--- src/rtl/irq_ctrl_pkg.sv ---
// constants and types shared by the interrupt controller files
// Overview of operation
// - any reset clears the global enable and all flags
// - peripheral redirect needs global, source and group enables; pin redirect needs global and pin enables only
// - flags latch events regardless of enables
// - entry flushes, clears global, pushes, shadows, vectors
// - inside service routine flags set, no redirect
// - return pops address, restores context, sets global
// - pending flag taken once global enable returns
// - requests sampled in first quarter phase
// - wake vectors if global set, else continues
// - instruction after sleep executes before vectoring
// - external pin edge detected per edge select
// - valid edge sets pin flag, vector if enabled
// - entry copies working, status, bank, pointers, latch
// - exit restores live registers from shadow copies
// - shadow copies software accessible in bank 31
// - group enable gates all peripheral requests
package irq_ctrl_pkg;
  localparam int unsigned CLK_HZ = 40000000;
  localparam int unsigned PC_W = 15;
  localparam logic [14:0] IRQ_VECTOR = 15'h0004;
  localparam int unsigned QUARTERS = 4;
  localparam logic [1:0] FIRST_QUARTER = 2'h0;
  localparam logic [4:0] SHADOW_BANK = 5'h1f;
  localparam int unsigned SHADOW_REG_N = 8;
  // shadow index layout inside bank 31
  localparam logic [2:0] SH_WREG = 3'h0;
  localparam logic [2:0] SH_STATUS = 3'h1;
  localparam logic [2:0] SH_BANK = 3'h2;
  localparam logic [2:0] SH_PTR0L = 3'h3;
  localparam logic [2:0] SH_PTR0H = 3'h4;
  localparam logic [2:0] SH_PTR1L = 3'h5;
  localparam logic [2:0] SH_PTR1H = 3'h6;
  localparam logic [2:0] SH_PCLATCH = 3'h7;
  // timeout and powerdown status bits are never shadowed on entry; a bank 31 write can still set them
  localparam logic [7:0] STATUS_SHADOW_MASK = 8'he7;
  typedef enum logic [2:0] {
    ST_RUN = 3'b001,
    ST_ENTRY = 3'b010,
    ST_WAKE = 3'b100
  } ctrl_state_t;
endpackage

--- src/rtl/ext_edge_detect.sv ---
// edge detector for the external interrupt pin
`timescale 1ns/1ps
`default_nettype none
module ext_edge_detect (
  // clock and reset
  input wire logic clk_i,
  input wire logic srst_i,
  // pin and selection
  input wire logic pin_i,
  input wire logic ext_edge_select_i,
  // result
  output logic edge_o
);
  typedef struct packed {
    logic sync1;
    logic sync2;
    logic prev;
    logic [2:0] fill;
    logic hit;
  } edge_state_t;
  edge_state_t st, next_st;

  // synchronise the pin, then compare against last stable level
  always_comb begin
    next_st = st;
    next_st.sync1 = pin_i;
    next_st.sync2 = st.sync1;
    next_st.prev = st.sync2;
    // no edge until sync and history stages hold real pin samples,
    // so a pin idling high gives no false edge after reset
    next_st.fill = {st.fill[1:0], 1'b1};
    next_st.hit = st.fill[2]
        & (ext_edge_select_i ? (st.sync2 & ~st.prev) : (~st.sync2 & st.prev));
  end

  always_ff @(posedge clk_i) begin
    if (srst_i) begin
      st <= '0;
    end else begin
      st <= next_st;
    end
  end

  assign edge_o = st.hit;
endmodule // ext_edge_detect
`default_nettype wire

--- src/rtl/irq_ctrl.sv ---
// interrupt controller with context shadowing for a small core
`timescale 1ns/1ps
`default_nettype none
module irq_ctrl #(
  parameter int unsigned NPERIPH = 8
) (
  // clock and reset
  input wire logic clk_i,
  input wire logic srst_i,
  // core timing and flow
  input wire logic [1:0] quarter_i,
  input wire logic [14:0] pc_i,
  input wire logic return_from_irq_instr_i,
  input wire logic sleeping_i,
  input wire logic wake_instr_done_i,
  // enables from software
  input wire logic gie_set_i,
  input wire logic gie_clr_i,
  input wire logic periph_group_irq_enable_i,
  input wire logic ext_pin_irq_enable_i,
  input wire logic ext_edge_select_i,
  input wire logic [NPERIPH-1:0] source_enable_bits_i,
  // event sources and flag clears
  input wire logic ext_pin_i,
  input wire logic [NPERIPH-1:0] periph_event_i,
  input wire logic [NPERIPH-1:0] periph_flag_clr_i,
  input wire logic ext_flag_clr_i,
  // live context from core
  input wire logic [7:0] live_reg_i [irq_ctrl_pkg::SHADOW_REG_N],
  // bank 31 shadow access
  input wire logic [4:0] bank_i,
  input wire logic [2:0] sh_addr_i,
  input wire logic sh_we_i,
  input wire logic [7:0] sh_wdata_i,
  output logic [7:0] sh_rdata_o,
  // requests to the core
  output logic global_irq_enable_o,
  output logic flush_o,
  output logic push_o,
  output logic [14:0] push_pc_o,
  output logic load_pc_o,
  output logic [14:0] load_pc_val_o,
  output logic restore_o,
  output logic [7:0] restore_reg_o [irq_ctrl_pkg::SHADOW_REG_N],
  output logic wake_o,
  output logic ext_pin_irq_flag_o,
  output logic [NPERIPH-1:0] periph_flag_o
);
  localparam int unsigned SHADOW_REG_N_L = irq_ctrl_pkg::SHADOW_REG_N;

  // ****************************************
  // state
  // ****************************************
  typedef struct packed {
    irq_ctrl_pkg::ctrl_state_t fsm;
    logic global_irq_enable;
    logic ext_flag;
    logic [NPERIPH-1:0] pflag;
    logic [SHADOW_REG_N_L-1:0][7:0] shadow;
    logic flush;
    logic push;
    logic [14:0] push_pc;
    logic load_pc;
    logic restore;
    logic wake;
    logic [7:0] rdata;
  } ctrl_state_s_t;
  ctrl_state_s_t st, next_st;

  logic ext_edge;
  logic req;

  ext_edge_detect u_edge (
    .clk_i(clk_i),
    .srst_i(srst_i),
    .pin_i(ext_pin_i),
    .ext_edge_select_i(ext_edge_select_i),
    .edge_o(ext_edge)
  );

  // request is enabled flags, peripheral group gated, no global gate
  always_comb begin
    req = (st.ext_flag & ext_pin_irq_enable_i)
        | (periph_group_irq_enable_i & |(st.pflag & source_enable_bits_i));
  end

  // ****************************************
  // next state
  // ****************************************
  always_comb begin
    next_st = st;
    next_st.flush = 1'b0;
    next_st.push = 1'b0;
    next_st.load_pc = 1'b0;
    next_st.restore = 1'b0;
    next_st.wake = 1'b0;
    // flags: set wins over clear, enables ignored
    next_st.pflag = (st.pflag & ~periph_flag_clr_i) | periph_event_i;
    next_st.ext_flag = (st.ext_flag & ~ext_flag_clr_i) | ext_edge;
    // software global enable control
    if (gie_set_i) begin
      next_st.global_irq_enable = 1'b1;
    end else if (gie_clr_i) begin
      next_st.global_irq_enable = 1'b0;
    end
    // return restores context and re-enables
    if (return_from_irq_instr_i) begin
      next_st.global_irq_enable = 1'b1;
      next_st.restore = 1'b1;
    end
    // software access to shadow copies in bank 31
    if (sh_we_i && bank_i == irq_ctrl_pkg::SHADOW_BANK) begin
      next_st.shadow[sh_addr_i] = sh_wdata_i;
    end
    next_st.rdata = st.shadow[sh_addr_i];
    case (st.fsm)
      irq_ctrl_pkg::ST_RUN: begin
        if (sleeping_i && req) begin
          next_st.wake = 1'b1;
          next_st.fsm = st.global_irq_enable ? irq_ctrl_pkg::ST_WAKE : irq_ctrl_pkg::ST_RUN;
        end else if (!sleeping_i && st.global_irq_enable && req && !return_from_irq_instr_i
                     && quarter_i == irq_ctrl_pkg::FIRST_QUARTER) begin
          next_st.fsm = irq_ctrl_pkg::ST_ENTRY;
        end
      end
      irq_ctrl_pkg::ST_WAKE: begin
        // the instruction after sleep runs first
        if (wake_instr_done_i) begin
          next_st.fsm = irq_ctrl_pkg::ST_ENTRY;
        end
      end
      irq_ctrl_pkg::ST_ENTRY: begin
        next_st.flush = 1'b1;
        next_st.global_irq_enable = 1'b0;
        next_st.push = 1'b1;
        next_st.push_pc = pc_i;
        next_st.load_pc = 1'b1;
        for (int i = 0; i < SHADOW_REG_N_L; i++) begin
          next_st.shadow[i] = live_reg_i[i];
        end
        next_st.shadow[irq_ctrl_pkg::SH_STATUS] =
          live_reg_i[irq_ctrl_pkg::SH_STATUS] & irq_ctrl_pkg::STATUS_SHADOW_MASK;
        next_st.fsm = irq_ctrl_pkg::ST_RUN;
      end
      default: begin
        next_st.fsm = irq_ctrl_pkg::ST_RUN;
      end
    endcase
  end

  // register the state; reset disables everything
  always_ff @(posedge clk_i) begin
    if (srst_i) begin
      st <= '0;
      st.fsm <= irq_ctrl_pkg::ST_RUN;
    end else begin
      st <= next_st;
    end
  end

  // ****************************************
  // outputs
  // ****************************************
  assign global_irq_enable_o = st.global_irq_enable;
  assign flush_o = st.flush;
  assign push_o = st.push;
  assign push_pc_o = st.push_pc;
  assign load_pc_o = st.load_pc;
  assign load_pc_val_o = irq_ctrl_pkg::IRQ_VECTOR;
  assign restore_o = st.restore;
  assign wake_o = st.wake;
  assign sh_rdata_o = st.rdata;
  assign ext_pin_irq_flag_o = st.ext_flag;
  assign periph_flag_o = st.pflag;
  always_comb begin
    for (int i = 0; i < SHADOW_REG_N_L; i++) begin
      restore_reg_o[i] = st.shadow[i];
    end
  end

  // ****************************************
  // checks
  // ****************************************
  a_reset_gie_off: assert property (@(posedge clk_i) srst_i |=> !global_irq_enable_o)
    else $error("global enable set after reset");
  a_entry_vector: assert property (@(posedge clk_i) disable iff (srst_i)
    load_pc_o |-> push_o && flush_o && !global_irq_enable_o)
    else $error("entry sequence incomplete");
  a_no_entry_gie_off: assert property (@(posedge clk_i) disable iff (srst_i)
    (st.fsm == irq_ctrl_pkg::ST_RUN && !sleeping_i && !st.global_irq_enable) |=> !load_pc_o)
    else $error("redirect while globally disabled");
  a_flag_latch: assert property (@(posedge clk_i) disable iff (srst_i)
    periph_event_i[0] |=> periph_flag_o[0])
    else $error("event not latched");
  a_return_from_irq_instr_gie: assert property (@(posedge clk_i) disable iff (srst_i)
    return_from_irq_instr_i |=> global_irq_enable_o && restore_o)
    else $error("return did not re-enable");
  a_group_block: assert property (@(posedge clk_i) disable iff (srst_i)
    (!periph_group_irq_enable_i && !(st.ext_flag && ext_pin_irq_enable_i)) |-> !req)
    else $error("peripheral request passed group gate");
  a_ext_flag_edge: assert property (@(posedge clk_i) disable iff (srst_i)
    ext_edge |=> ext_pin_irq_flag_o)
    else $error("edge did not set pin flag");
  a_entry_quarter: assert property (@(posedge clk_i) disable iff (srst_i)
    (st.fsm == irq_ctrl_pkg::ST_RUN && $rose(st.fsm == irq_ctrl_pkg::ST_ENTRY) == 1'b0
     && next_st.fsm == irq_ctrl_pkg::ST_ENTRY && !sleeping_i)
    |-> quarter_i == irq_ctrl_pkg::FIRST_QUARTER)
    else $error("request taken outside first quarter");
  a_status_mask: assert property (@(posedge clk_i) disable iff (srst_i)
    $past(st.fsm == irq_ctrl_pkg::ST_ENTRY) |->
    (restore_reg_o[irq_ctrl_pkg::SH_STATUS] & ~irq_ctrl_pkg::STATUS_SHADOW_MASK) == 8'h00)
    else $error("status shadow kept masked bits");
  // a wake with the global enable off resumes in place, no vector
  a_wake_gie_off: assert property (@(posedge clk_i) disable iff (srst_i)
    (st.fsm == irq_ctrl_pkg::ST_RUN && sleeping_i && req && !st.global_irq_enable)
    |=> wake_o && st.fsm == irq_ctrl_pkg::ST_RUN)
    else $error("wake with global enable off vectored");
  // no redirect until the instruction after sleep has finished
  a_wake_wait: assert property (@(posedge clk_i) disable iff (srst_i)
    (st.fsm == irq_ctrl_pkg::ST_WAKE && !wake_instr_done_i) |=> !load_pc_o && !flush_o)
    else $error("vector before instruction after sleep");
  c_entry: cover property (@(posedge clk_i) load_pc_o);
  c_return: cover property (@(posedge clk_i) restore_o);
  c_wake_vector: cover property (@(posedge clk_i) st.fsm == irq_ctrl_pkg::ST_WAKE);
  c_pin_edge: cover property (@(posedge clk_i) ext_edge);
endmodule // irq_ctrl
`default_nettype wire

--- config.mk ---
export PLATFORM = sky130hd
export DESIGN_NAME = irq_ctrl
export DESIGN_NICKNAME = d
export VERILOG_FILES = /design/src/rtl/irq_ctrl_pkg.sv /design/src/rtl/ext_edge_detect.sv /design/src/rtl/irq_ctrl.sv
export SDC_FILE = /design/constraint.sdc
export NUM_CORES = 1
export LEC_CHECK = 0
export BUFFER_PORTS_ARGS = -buffer_cell sky130_fd_sc_hd__buf_2
export CORE_ASPECT_RATIO = 0.8
export CORE_MARGIN = 1
export CORE_UTILIZATION = 48
export CTS_CLUSTER_SIZE = 25
export DETAILED_ROUTE_END_ITERATION = 8
export GPL_TIMING_DRIVEN = 1
export PLACE_DENSITY = 0.8
export SYNTH_ARGS = -nofsm -noshare
export SYNTH_HDL_FRONTEND = slang
export SYNTH_SLANG_ARGS = --single-unit
--- constraint.sdc ---
create_clock -name clk_i -period 2.43 [get_ports clk_i]
set_clock_uncertainty 0.15 [all_clocks]
set_input_delay 0.243 -clock clk_i [delete_from_list [all_inputs] [get_ports clk_i]]
set_output_delay 0.243 -clock clk_i [all_outputs]
set_load 0.02 [all_outputs]
==> summary.md, run 1 <==
| Metric | Value |
|---|---|
| Hold_buf cts | 27 |
| Setup repair after global routing missed its margin | false |
| Worst setup SP type | flop |
| Die area | around 0.012 mm^2 |
| Final setup fails | 0 |
| Number of synthesized register bits | 110 |
| Status | finished clean |
| # rows | 35 |
| Total number of vias | about 5.4k |
| Worst-Margin Slew | roughly 0.69 ns |
| Multi-input logic area | around 0.0026 mm^2 |
| Routed WL per cell | around 18 um |
| Post-route setup TNS | 0 ns |
| Min cycle time layout | between 1.5 and 2 ns |
| Port Buffers | 233 |
| Clock slew at reported path FFs | about 0.070 ns |
| Setup WS post-layout | a little over 0.5 ns |
| Post-CTS setup buffer count | 0 |
| Slew Viols, Final | 0 |
| Fill count | between 1k and 1.5k |
| Vias in the first global route | roughly 4.8k |
| DR vias/cell | roughly 5.4 |
| Initial core utilization | 49.7% |
| First-pass GRT wire length | roughly 26 mm |
| Core area | ~0.012 mm^2 |
| Chip height | between 100 and 150 um |
| Syn Area/Cell | 8.30 um^2 |
| Main synth FF type | dfxtp_1 |
| Number of buffers created by CTS | 9 |
| Yosys warning count | 0 |
| Async S/R FF share, synth | 0% |
| CTS Buffer Depth | 2 |
| Peak Freq | 0.520 GHz |
| Distinct cells, synth | 50 |
| Seq/Total Area, Yosys | a little under two fifths |
| Register area | roughly 0.0022 mm^2 |
| CTS Root Cell | clkbuf_16 |
| CTS tree | built |
| Crit Path Category | flop to flop |
| Chip width | between 100 and 150 um |
| Layout cells sized above 1 | 34.1% |
| Max_slew headroom | between 50% and 60% |
| Leakage power | slightly above 3 nW |
| Initial DRC count | 410 |
| Fin crit share | between 70 and 80% |
| Post_cts resized | 0 |
| Drt first pass iters | 5 |
| Final #Nets | around 970 |
| GPL Wtd Cong | between 0.8 and 0.9 |
| Pwr/cell area | around 540 mW/mm^2 |
| Overflow left after global routing | 0 |
| Area Growth Syn to Fin | 18.9% |
| DRC Markers | 0 |
| Max cap viols | 0 |
| Worst min-delay path class | input port to flop |
| Number of flops mapped to enable cells by yosys | 0 |
| Post-route ant nets | 0 |
| Synthesized area | 0.00577 mm^2 |
| WL final | 17.5 mm |
| Ports | 251 |
| Worst VDD drop | about 0.00037 V |
| H-tree levels | 3 |
| Later-pin clock latency in the skew report | between 0.3 and 0.4 ns |
| CP endpoint kind | flop |
| Mapped Cells | about 700 |
| Largest net degree at the start of global routing | 56 |
| Initial antenna violation count | 2 |
| CTS Sinks | 110 |
| GRT Util Overall | ~27% |
| Dpl hpwl | approximately 13 mm |
| WP data arrival | ~2.0 ns |
| WP data required | around 2.6 ns |
| Crit-path max FO | 18 |
| Final-report hold violation count | 0 |
| Pre-CTS WS | 0.508 ns |
area by class of cell:
cell class | instances | area share, %
Sequential cell | 110 | 32.1
Clock buffer | 9 | 3.28
Multi-Input combinational cell | 429 | 37.3
Timing Repair Buffer | 276 | 23.1
Inverter | 14 | 0.766
Antenna cell | 1 | 0.0365
Clock inverter | 7 | 0.748
Tap cell | 148 | 2.70
cell usage after synthesis, types with 3 or more instances:
library cell  number  area (um^2)
mux2_2             9          101
nor3_1             7         35.0
nand3_1           11         55.1
nor2_1            32          120
inv_1             14         52.6
o21ai_0           69          345
and3_1             3         18.8
a22oi_1           10         75.1
nand2_1           83          312
dfxtp_1          110         2200
and2_1             6         37.5
a21oi_1           65          325
mux2i_1           34          340
buf_4            112          841
a221oi_1          15          131
buf_2              5         25.0
clkbuf_1          36          135
nor2b_1           10         62.6
a31oi_1           23          144
nor3_4             3         48.8
metrics by stage:
stage / hold slack [ns] / instances / utilization (%) / instance area (um^2) / power (W)
after floorplan: 0.210 / 708 / - / 5820 / 0.00219
after global placement: 0.268 / 950 / 54.4 / 6310 / 0.00233
after detailed placement: 0.276 / 950 / 54.4 / 6310 / 0.00234
after CTS: 0.00196 / 993 / 59.1 / 6860 / 0.00374
after global routing: 0.0212 / 993 / 59.1 / 6860 / 0.00386
final: 0.00828 / 994 / 59.1 / 6860 / 0.00372
worst max-delay path, stage by stage, from the launching register on:
cell and delay [ns]:
dfxtp_1 0.36, inv_1 0.16, and3_1 0.62, buf_4 0.34, nand2_1 0.07, a21oi_1 0.13
registers in the layout, indices dropped and copies added, names as in the netlist:
signal               flops
push_pc_o               15
global_irq_enable_o      1
wake_o                   1
u_edge.edge_o            1
st                       3
restore_reg_o           64
sh_rdata_o               8
u_edge.next_st           4
flush_o                  1
u_edge.st                2
ext_pin_irq_flag_o       1
periph_flag_o            8
restore_o                1
power by group:
group | leakage (nW) | internal [W] | switching [W] | total [W]
Clock | 0.131 | 0.000698 | 0.000686 | 0.00138
Sequential | 0.892 | 0.00184 | 0.0000279 | 0.00187
Combinational | 2.05 | 0.000202 | 0.000269 | 0.000471
layer usage:
layer | vias to the layer above | global-route usage, % | routed length [um]
met5 | - | 0 | 17
met4 | 2 | 9.55 | 487
met3 | 42 | 7.57 | 1660
met2 | 294 | 41.6 | 7610
met1 | 2462 | 37.6 | 7680
li1 | 2584 | - | -
final timing paths:
| path | from | to | slack, ns | cells after the start |
|---|---|---|---|---|
| max | st[104] | push_pc_o[11] | 0.51 | 5 |
| min reg2reg | u_edge.next_st[5] | u_edge.next_st[4] | 0.29 | 1 |
| min | live_reg_i[59] | restore_reg_o[59] | 0.008 | 3 |
| max reg2reg | st[104] | push_pc_o[11] | 0.51 | 5 |
kinds of logic after synthesis:
kind of cell | synth area share, %
xor gates and xnor gates | 0.152
muxes | 8.44
AOI/OAI and AO/OA | 20.2
DFF | 38.2
and+or+nand+nor | 14.3
other | 0.130
buffers and inverters | 18.5
cell usage in the layout (no fill, tap or decap), types with 3 or more instances in the layout:
master and n:
buf_2 233, dfxtp_1 110, nand2_1 83, o21ai_0 69, a21oi_1 65, mux2i_1 34, nor2_1 32, dlygate4sd3_1 27
a31oi_1 23, a221oi_1 15, conb_1 15, inv_1 14, buf_4 14, nor2b_1 10, nand3_1 10, a22oi_1 10
mux2_2 9, clkbuf_16 9, nor3_1 7, and2_1 6, and3_1 3, nor3_4 3, clkinv_4 3
Power figures use the tool's default switching activity.
==> inputs of run 2 (changes only) <==
==> constraint.sdc (replaced) <==
create_clock -name clk_i -period 2 [get_ports clk_i]
set_clock_uncertainty 0.15 [all_clocks]
set_input_delay 0.2 -clock clk_i [delete_from_list [all_inputs] [get_ports clk_i]]
set_output_delay 0.2 -clock clk_i [all_outputs]
set_load 0.02 [all_outputs]
==> run 2 against run 1 <==
  * First-iteration DRC count increased by 14%
  * Count of clock-buffer cells in the layout unchanged
  * Sequential power increased by 21%
  * Maximum frequency increased by 13%
  * Critical path type unchanged
  * Largest power group unchanged
==> summary.md, run 2 (same netlist as run 1, synthesis figures left out) <==
| Metric | Value |
|---|---|
| DRC Markers | 0 |
| CTS Buffer Depth | 2 |
| Tot Pwr | 0.00499 W |
| Total number of vias | ~5.6k |
| Peak Freq | 0.587 GHz |
| Setup repair after global routing missed its margin | false |
| Hold endpoint | ext_pin_irq_flag_o |
| Crit Path Category | flop to flop |
| CTS tree | built |
| WL final | 18.1 mm |
| Most frequent cells in the layout | 233 x buf_2, 110 x dfxtp_1, 83 x nand2_1 |
| WP data arrival | 1.79 ns |
| Dpl hpwl | 12.8 mm |
| Later-pin clock latency in the skew report | between 0.3 and 0.4 ns |
| Ports | around 250 |
| Max_slew headroom | between 60% and 70% |
| Area Growth Syn to Fin | 27.8% |
| Worst setup SP type | flop |
| Final instance count without filler cells | just over 1k |
| Chip width | 125 um |
| Pwr/cell area | approximately 680 mW/mm^2 |
| GRT Util Overall | between 20% and 30% |
| Min cycle time layout | 1.70 ns |
| Fin crit share | between 80% and 90% |
| Post_cts resized | 0 |
| Worst-Margin Slew | around 0.5 ns |
| Initial DRC count | between 400 and 500 |
| Core area | between 0.01 and 0.015 mm^2 |
| Hold_buf cts | 64 |
| Final setup fails | 0 |
| H-tree levels | 3 |
| Initial antenna violation count | 0 |
| Largest net degree at the start of global routing | 66 |
| Final Cell Area | between 0.007 and 0.008 mm^2 |
| CP endpoint kind | flop |
| RR Startpoint | st[102] |
| CTS Root Cell | clkbuf_16 |
| Overflow left after global routing | 0 |
| Chip height | ~100 um |
| Vias in the first global route | 5065 |
| Post-CTS setup buffer count | 0 |
| Crit-path max FO | 26 |
| Initial core utilization | between 40% and 50% |
| Hold_sp | ext_flag_clr_i |
| Post-placement cell count | roughly 960 |
| Hold depth | 4 |
| Reg2Reg Depth | 5 |
| Die area | between 0.01 and 0.015 mm^2 |
| Status | finished clean |
| CTS Sinks | 110 |
| Worst VDD drop | about 0.00063 V |
| Max reg flops | 64 |
| Post-route setup TNS | 0 ns |
| First-pass GRT wire length | between 20 and 30 mm |
| RR Endpoint | restore_reg_o[5] |
| Commonest non-fill, non-tap cell in the layout | buf_2 |
| Max cap viols | 0 |
| # rows | 35 |
| Dpl cell area | 0.00638 mm^2 |
| Drt first pass iters | 6 |
| Layout cells sized above 1 | about a third |
| Port Buffers | 233 |
| WP data required | around 2.1 ns |
| Fill count | about 1000 |
| Routed WL per cell | approximately 17 um |
| Final-report hold violation count | 0 |
| DR vias/cell | 5.41 |
| Worst R2R Setup Slack | around 0.30 ns |
| Clock slew at reported path FFs | approximately 0.08 ns |
| Slew Viols, Final | 0 |
| Final #Nets | slightly above 1k |
| Number of buffers created by CTS | 9 |
| Leakage power | roughly 3.3 nW |
| Worst min-delay path class | input port to flop |
| Post-route ant nets | 0 |
| GPL Wtd Cong | 0.927 |
## run 2: changes by cell type in the layout (fill, tap and decap cells not counted)
| cell | previous run | this run |
|---|---|---|
| clkinv_4 | 3 | 1 |
| clkinv_2 | 2 | 1 |
| buf_4 | 14 | 21 |
| bufinv_16 | 0 | 3 |
| buf_12 | 2 | 3 |
| dlygate4sd3_1 | 27 | 64 |
| inv_6 | 0 | 1 |
| clkinvlp_4 | 2 | 1 |
## run 2: worst max-delay path by stage
stage	from	to	slack (ns)	cells after the start
CTS	st[102]	restore_reg_o[5]	0.33	5
global placement	sh_addr_i[1]	restore_reg_o[63]	0.22	5
finish	st[102]	restore_reg_o[5]	0.30	5
detailed placement	sh_addr_i[1]	restore_reg_o[63]	0.20	5
global route	st[102]	restore_reg_o[5]	0.18	5
floorplan	sh_addr_i[1]	restore_reg_o[58]	0.28	6
## run 2: through the flow
step           hold slack [ns]  util [%]  setup WS (ns)
4_1_cts                0.00305      63.5          0.328
3_3_place_gp             0.257      55.0          0.223
3_5_place_dp             0.265      55.0          0.196
6_report               0.00171      63.5          0.296
5_1_grt                 0.0163      63.5          0.178
2_1_floorplan            0.167         -          0.277
## run 2: metal layers
metal  vias up  share of wire, %  GRT usage, %
li1       2672                 -             -
met1      2563                44          39.3
met2       337                43          43.5
met3        46                10          7.94
met4         0               2.5          10.2
met5         -                 0             0
## run 2: layout make-up
cell class              count  area (um^2)  share of cell area [%]
clock buffers               9          225                    3.06
diodes                      1         2.50                  0.0340
flip-flops and latches    110         2200                    29.9
multi-input cells         429         2560                    34.7
well taps                 148          185                    2.51
clock inverters             7          120                    1.63
repair buffers            321         2020                    27.5
inverters                  14         52.6                   0.713
## run 2: where the power goes
part           internal, W  leakage [nW]  switching, W
Combinational     0.000301          2.25      0.000340
Sequential         0.00223         0.892     0.0000355
Clock              0.00123         0.166      0.000851
Total              0.00377          3.31       0.00123
## run 2: worst max-delay path, cell delays in order, from the launching register on
cell     delay [ns]
dfxtp_1        0.36
inv_1          0.16
nand3_4        0.26
buf_4          0.32
o21ai_0        0.27
a21oi_1        0.06
==> inputs of run 3 (changes only) <==
--- a/config.mk
+++ b/config.mk
@@ -12,6 +12,7 @@
 export CTS_CLUSTER_SIZE = 25
 export DETAILED_ROUTE_END_ITERATION = 8
 export GPL_TIMING_DRIVEN = 1
+export MAX_ROUTING_LAYER = met4
 export PLACE_DENSITY = 0.8
 export SYNTH_ARGS = -nofsm -noshare
 export SYNTH_HDL_FRONTEND = slang
==> run 3 against run 2 <==
  * Largest power group unchanged
  * Die area unchanged
  * Sequential cell count unchanged
  * Sequential power barely moved
  * Critical endpoint is now restore_reg_o[6]
  * Wire length fell by 1.0%
  * Worst setup slack lost 0.041 ns
  * Combinational power grew 2%
  * First-iteration DRC count shrank 16%
==> summary.md, run 3 (same netlist as run 1, synthesis figures left out) <==
| Metric | Value |
|---|---|
| Tot Pwr | 0.00463 W |
| Overflow left after global routing | 0 |
| Post-route ant nets | 0 |
| Pwr/cell area | approximately 630 mW/mm^2 |
| Layout cells sized above 1 | around a third |
| Hold_buf cts | roughly 70 |
| P_int | between 0.003 and 0.004 W |
| Core area | ~0.012 mm^2 |
| Chip width | approximately 120 um |
| CP endpoint kind | flop |
| Crit Path Category | flop to flop |
| Dpl hpwl | roughly 13 mm |
| Commonest non-fill, non-tap cell in the layout | buf_2 |
| Max reg flops | between 60 and 70 |
| Slew Viols, Final | 0 |
| Fin crit share | approximately 87% |
| # rows | 35 |
| Seq pwr share | between 40% and 50% |
| DR vias/cell | ~5.3 |
| Clock slew at reported path FFs | around 0.070 ns |
| CTS Buffer Depth | 2 |
| Post_cts resized | 0 |
| Later-pin clock latency in the skew report | 0.34 ns |
| CTS tree | built |
| Most frequent cells in the layout | 233 x buf_2, 110 x dfxtp_1, 83 x nand2_1 |
| CTS Root Cell | clkbuf_16 |
| Crit-path max FO | 68 |
| GPL Wtd Cong | roughly 0.98 |
| Worst min-delay path class | input port to flop |
| Total number of vias | 5570 |
| Chip height | about 100 um |
| Final setup fails | 0 |
| Drt first pass iters | 5 |
| Worst setup SP type | flop |
| Net Sw Power | about 0.0012 W |
| Setup repair after global routing missed its margin | false |
| CTS Sinks | 110 |
| Port Buffers | 233 |
| Clock share of power | between 30% and 40% |
| WP data required | around 2.1 ns |
| Ports | around 250 |
| WP data arrival | around 1.9 ns |
| Post-route setup TNS | 0 ns |
| Largest net degree at the start of global routing | between 60 and 70 |
| Initial DRC count | around 390 |
| Final #Nets | slightly above 1k |
| Max_slew headroom | between 60% and 70% |
| Worst VDD drop | 0.000465 V |
| Die area | approximately 0.012 mm^2 |
| Leakage power | 3.30 nW |
| Routed WL per cell | about 17 um |
| Min cycle time layout | approximately 1.7 ns |
| Status | finished clean |
| Area Growth Syn to Fin | 27.4% |
| Sw frac | a little over a quarter |
| Final-report hold violation count | 0 |
| Initial antenna violation count | 1 |
| DRC Markers | 0 |
| Number of buffers created by CTS | 9 |
| Post-CTS setup buffer count | 0 |
| Initial core utilization | 49.7% |
| Max cap viols | 0 |
| Vias in the first global route | 5049 |
| GRT Util Overall | between 20% and 30% |
| Worst-Margin Slew | 0.583 ns |
| First-pass GRT wire length | around 28 mm |
| WL final | ~18 mm |
| H-tree levels | 3 |
| Logic pwr share | between 10% and 20% |
| Peak Freq | roughly 0.57 GHz |
-- run 3: changes by cell type in the layout (fill, tap and decap cells not counted), sizes merged --
| cell | delta |
|---|---|
| bufinv | -3 |
| clkinv | +3 |
| dlygate4sd3 | +5 |
-- run 3: critical path, stage by stage (launching register included) --
cell     delay [ns]
dfxtp_1        0.40
inv_1          0.13
nand3_4        0.11
buf_4          0.48
o21ai_0        0.22
a31oi_1        0.17
-- run 3: final cells by class --
| type | instances | area, um^2 |
|---|---|---|
| fillers | 1018 | 4260 |
| multi-input cells | 429 | 2560 |
| flip-flops and latches | 110 | 2200 |
| repair buffers | 326 | 2060 |
| clock buffers | 9 | 225 |
| well taps | 148 | 185 |
| clock inverters | 7 | 60.1 |
| inverters | 14 | 52.6 |
| diodes | 1 | 2.50 |
-- run 3: path summary, 6_finish.rpt --
kind | startpoint | to | slack (ns) | depth (start not counted)
max reg2reg | st[102] | restore_reg_o[6] | 0.25 | 5
min reg2reg | u_edge.next_st[5] | u_edge.next_st[4] | 0.29 | 1
min | periph_flag_clr_i[0] | periph_flag_o[0] | 0.008 | 4
max | st[102] | restore_reg_o[6] | 0.25 | 5
-- run 3: layer usage --
metal	vias to the layer above	GRT usage (%)	wire (um)
met2	259	43.5	8030
li1	2692	-	-
met1	2602	41.2	8240
met5	-	-	0
met3	17	4.80	1400
met4	0	7.60	252
-- run 3: metrics by stage --
stage / util [%] / hold WS [ns] / area [um^2] / setup slack, ns / std cells
floorplan: - / 0.167 / 5820 / 0.277 / 708
global placement: 54.9 / 0.255 / 6370 / 0.243 / 958
detailed placement: 54.9 / 0.262 / 6370 / 0.207 / 958
CTS: 63.2 / 0.00160 / 7330 / 0.290 / 1042
global route: 63.3 / 0.00136 / 7350 / 0.0523 / 1044
finish: 63.3 / 0.00842 / 7350 / 0.255 / 1044
-- run 3: power by group through the flow --
stage / clock, W / sequential (W) / combinational (W)
after global routing: 0.00185 / 0.00227 / 0.000705
after floorplan: 0 / 0.00231 / 0.000343
after detailed placement: 0 / 0.00232 / 0.000531
final: 0.00171 / 0.00227 / 0.000652
after CTS: 0.00175 / 0.00227 / 0.000639
after global placement: 0 / 0.00232 / 0.000527
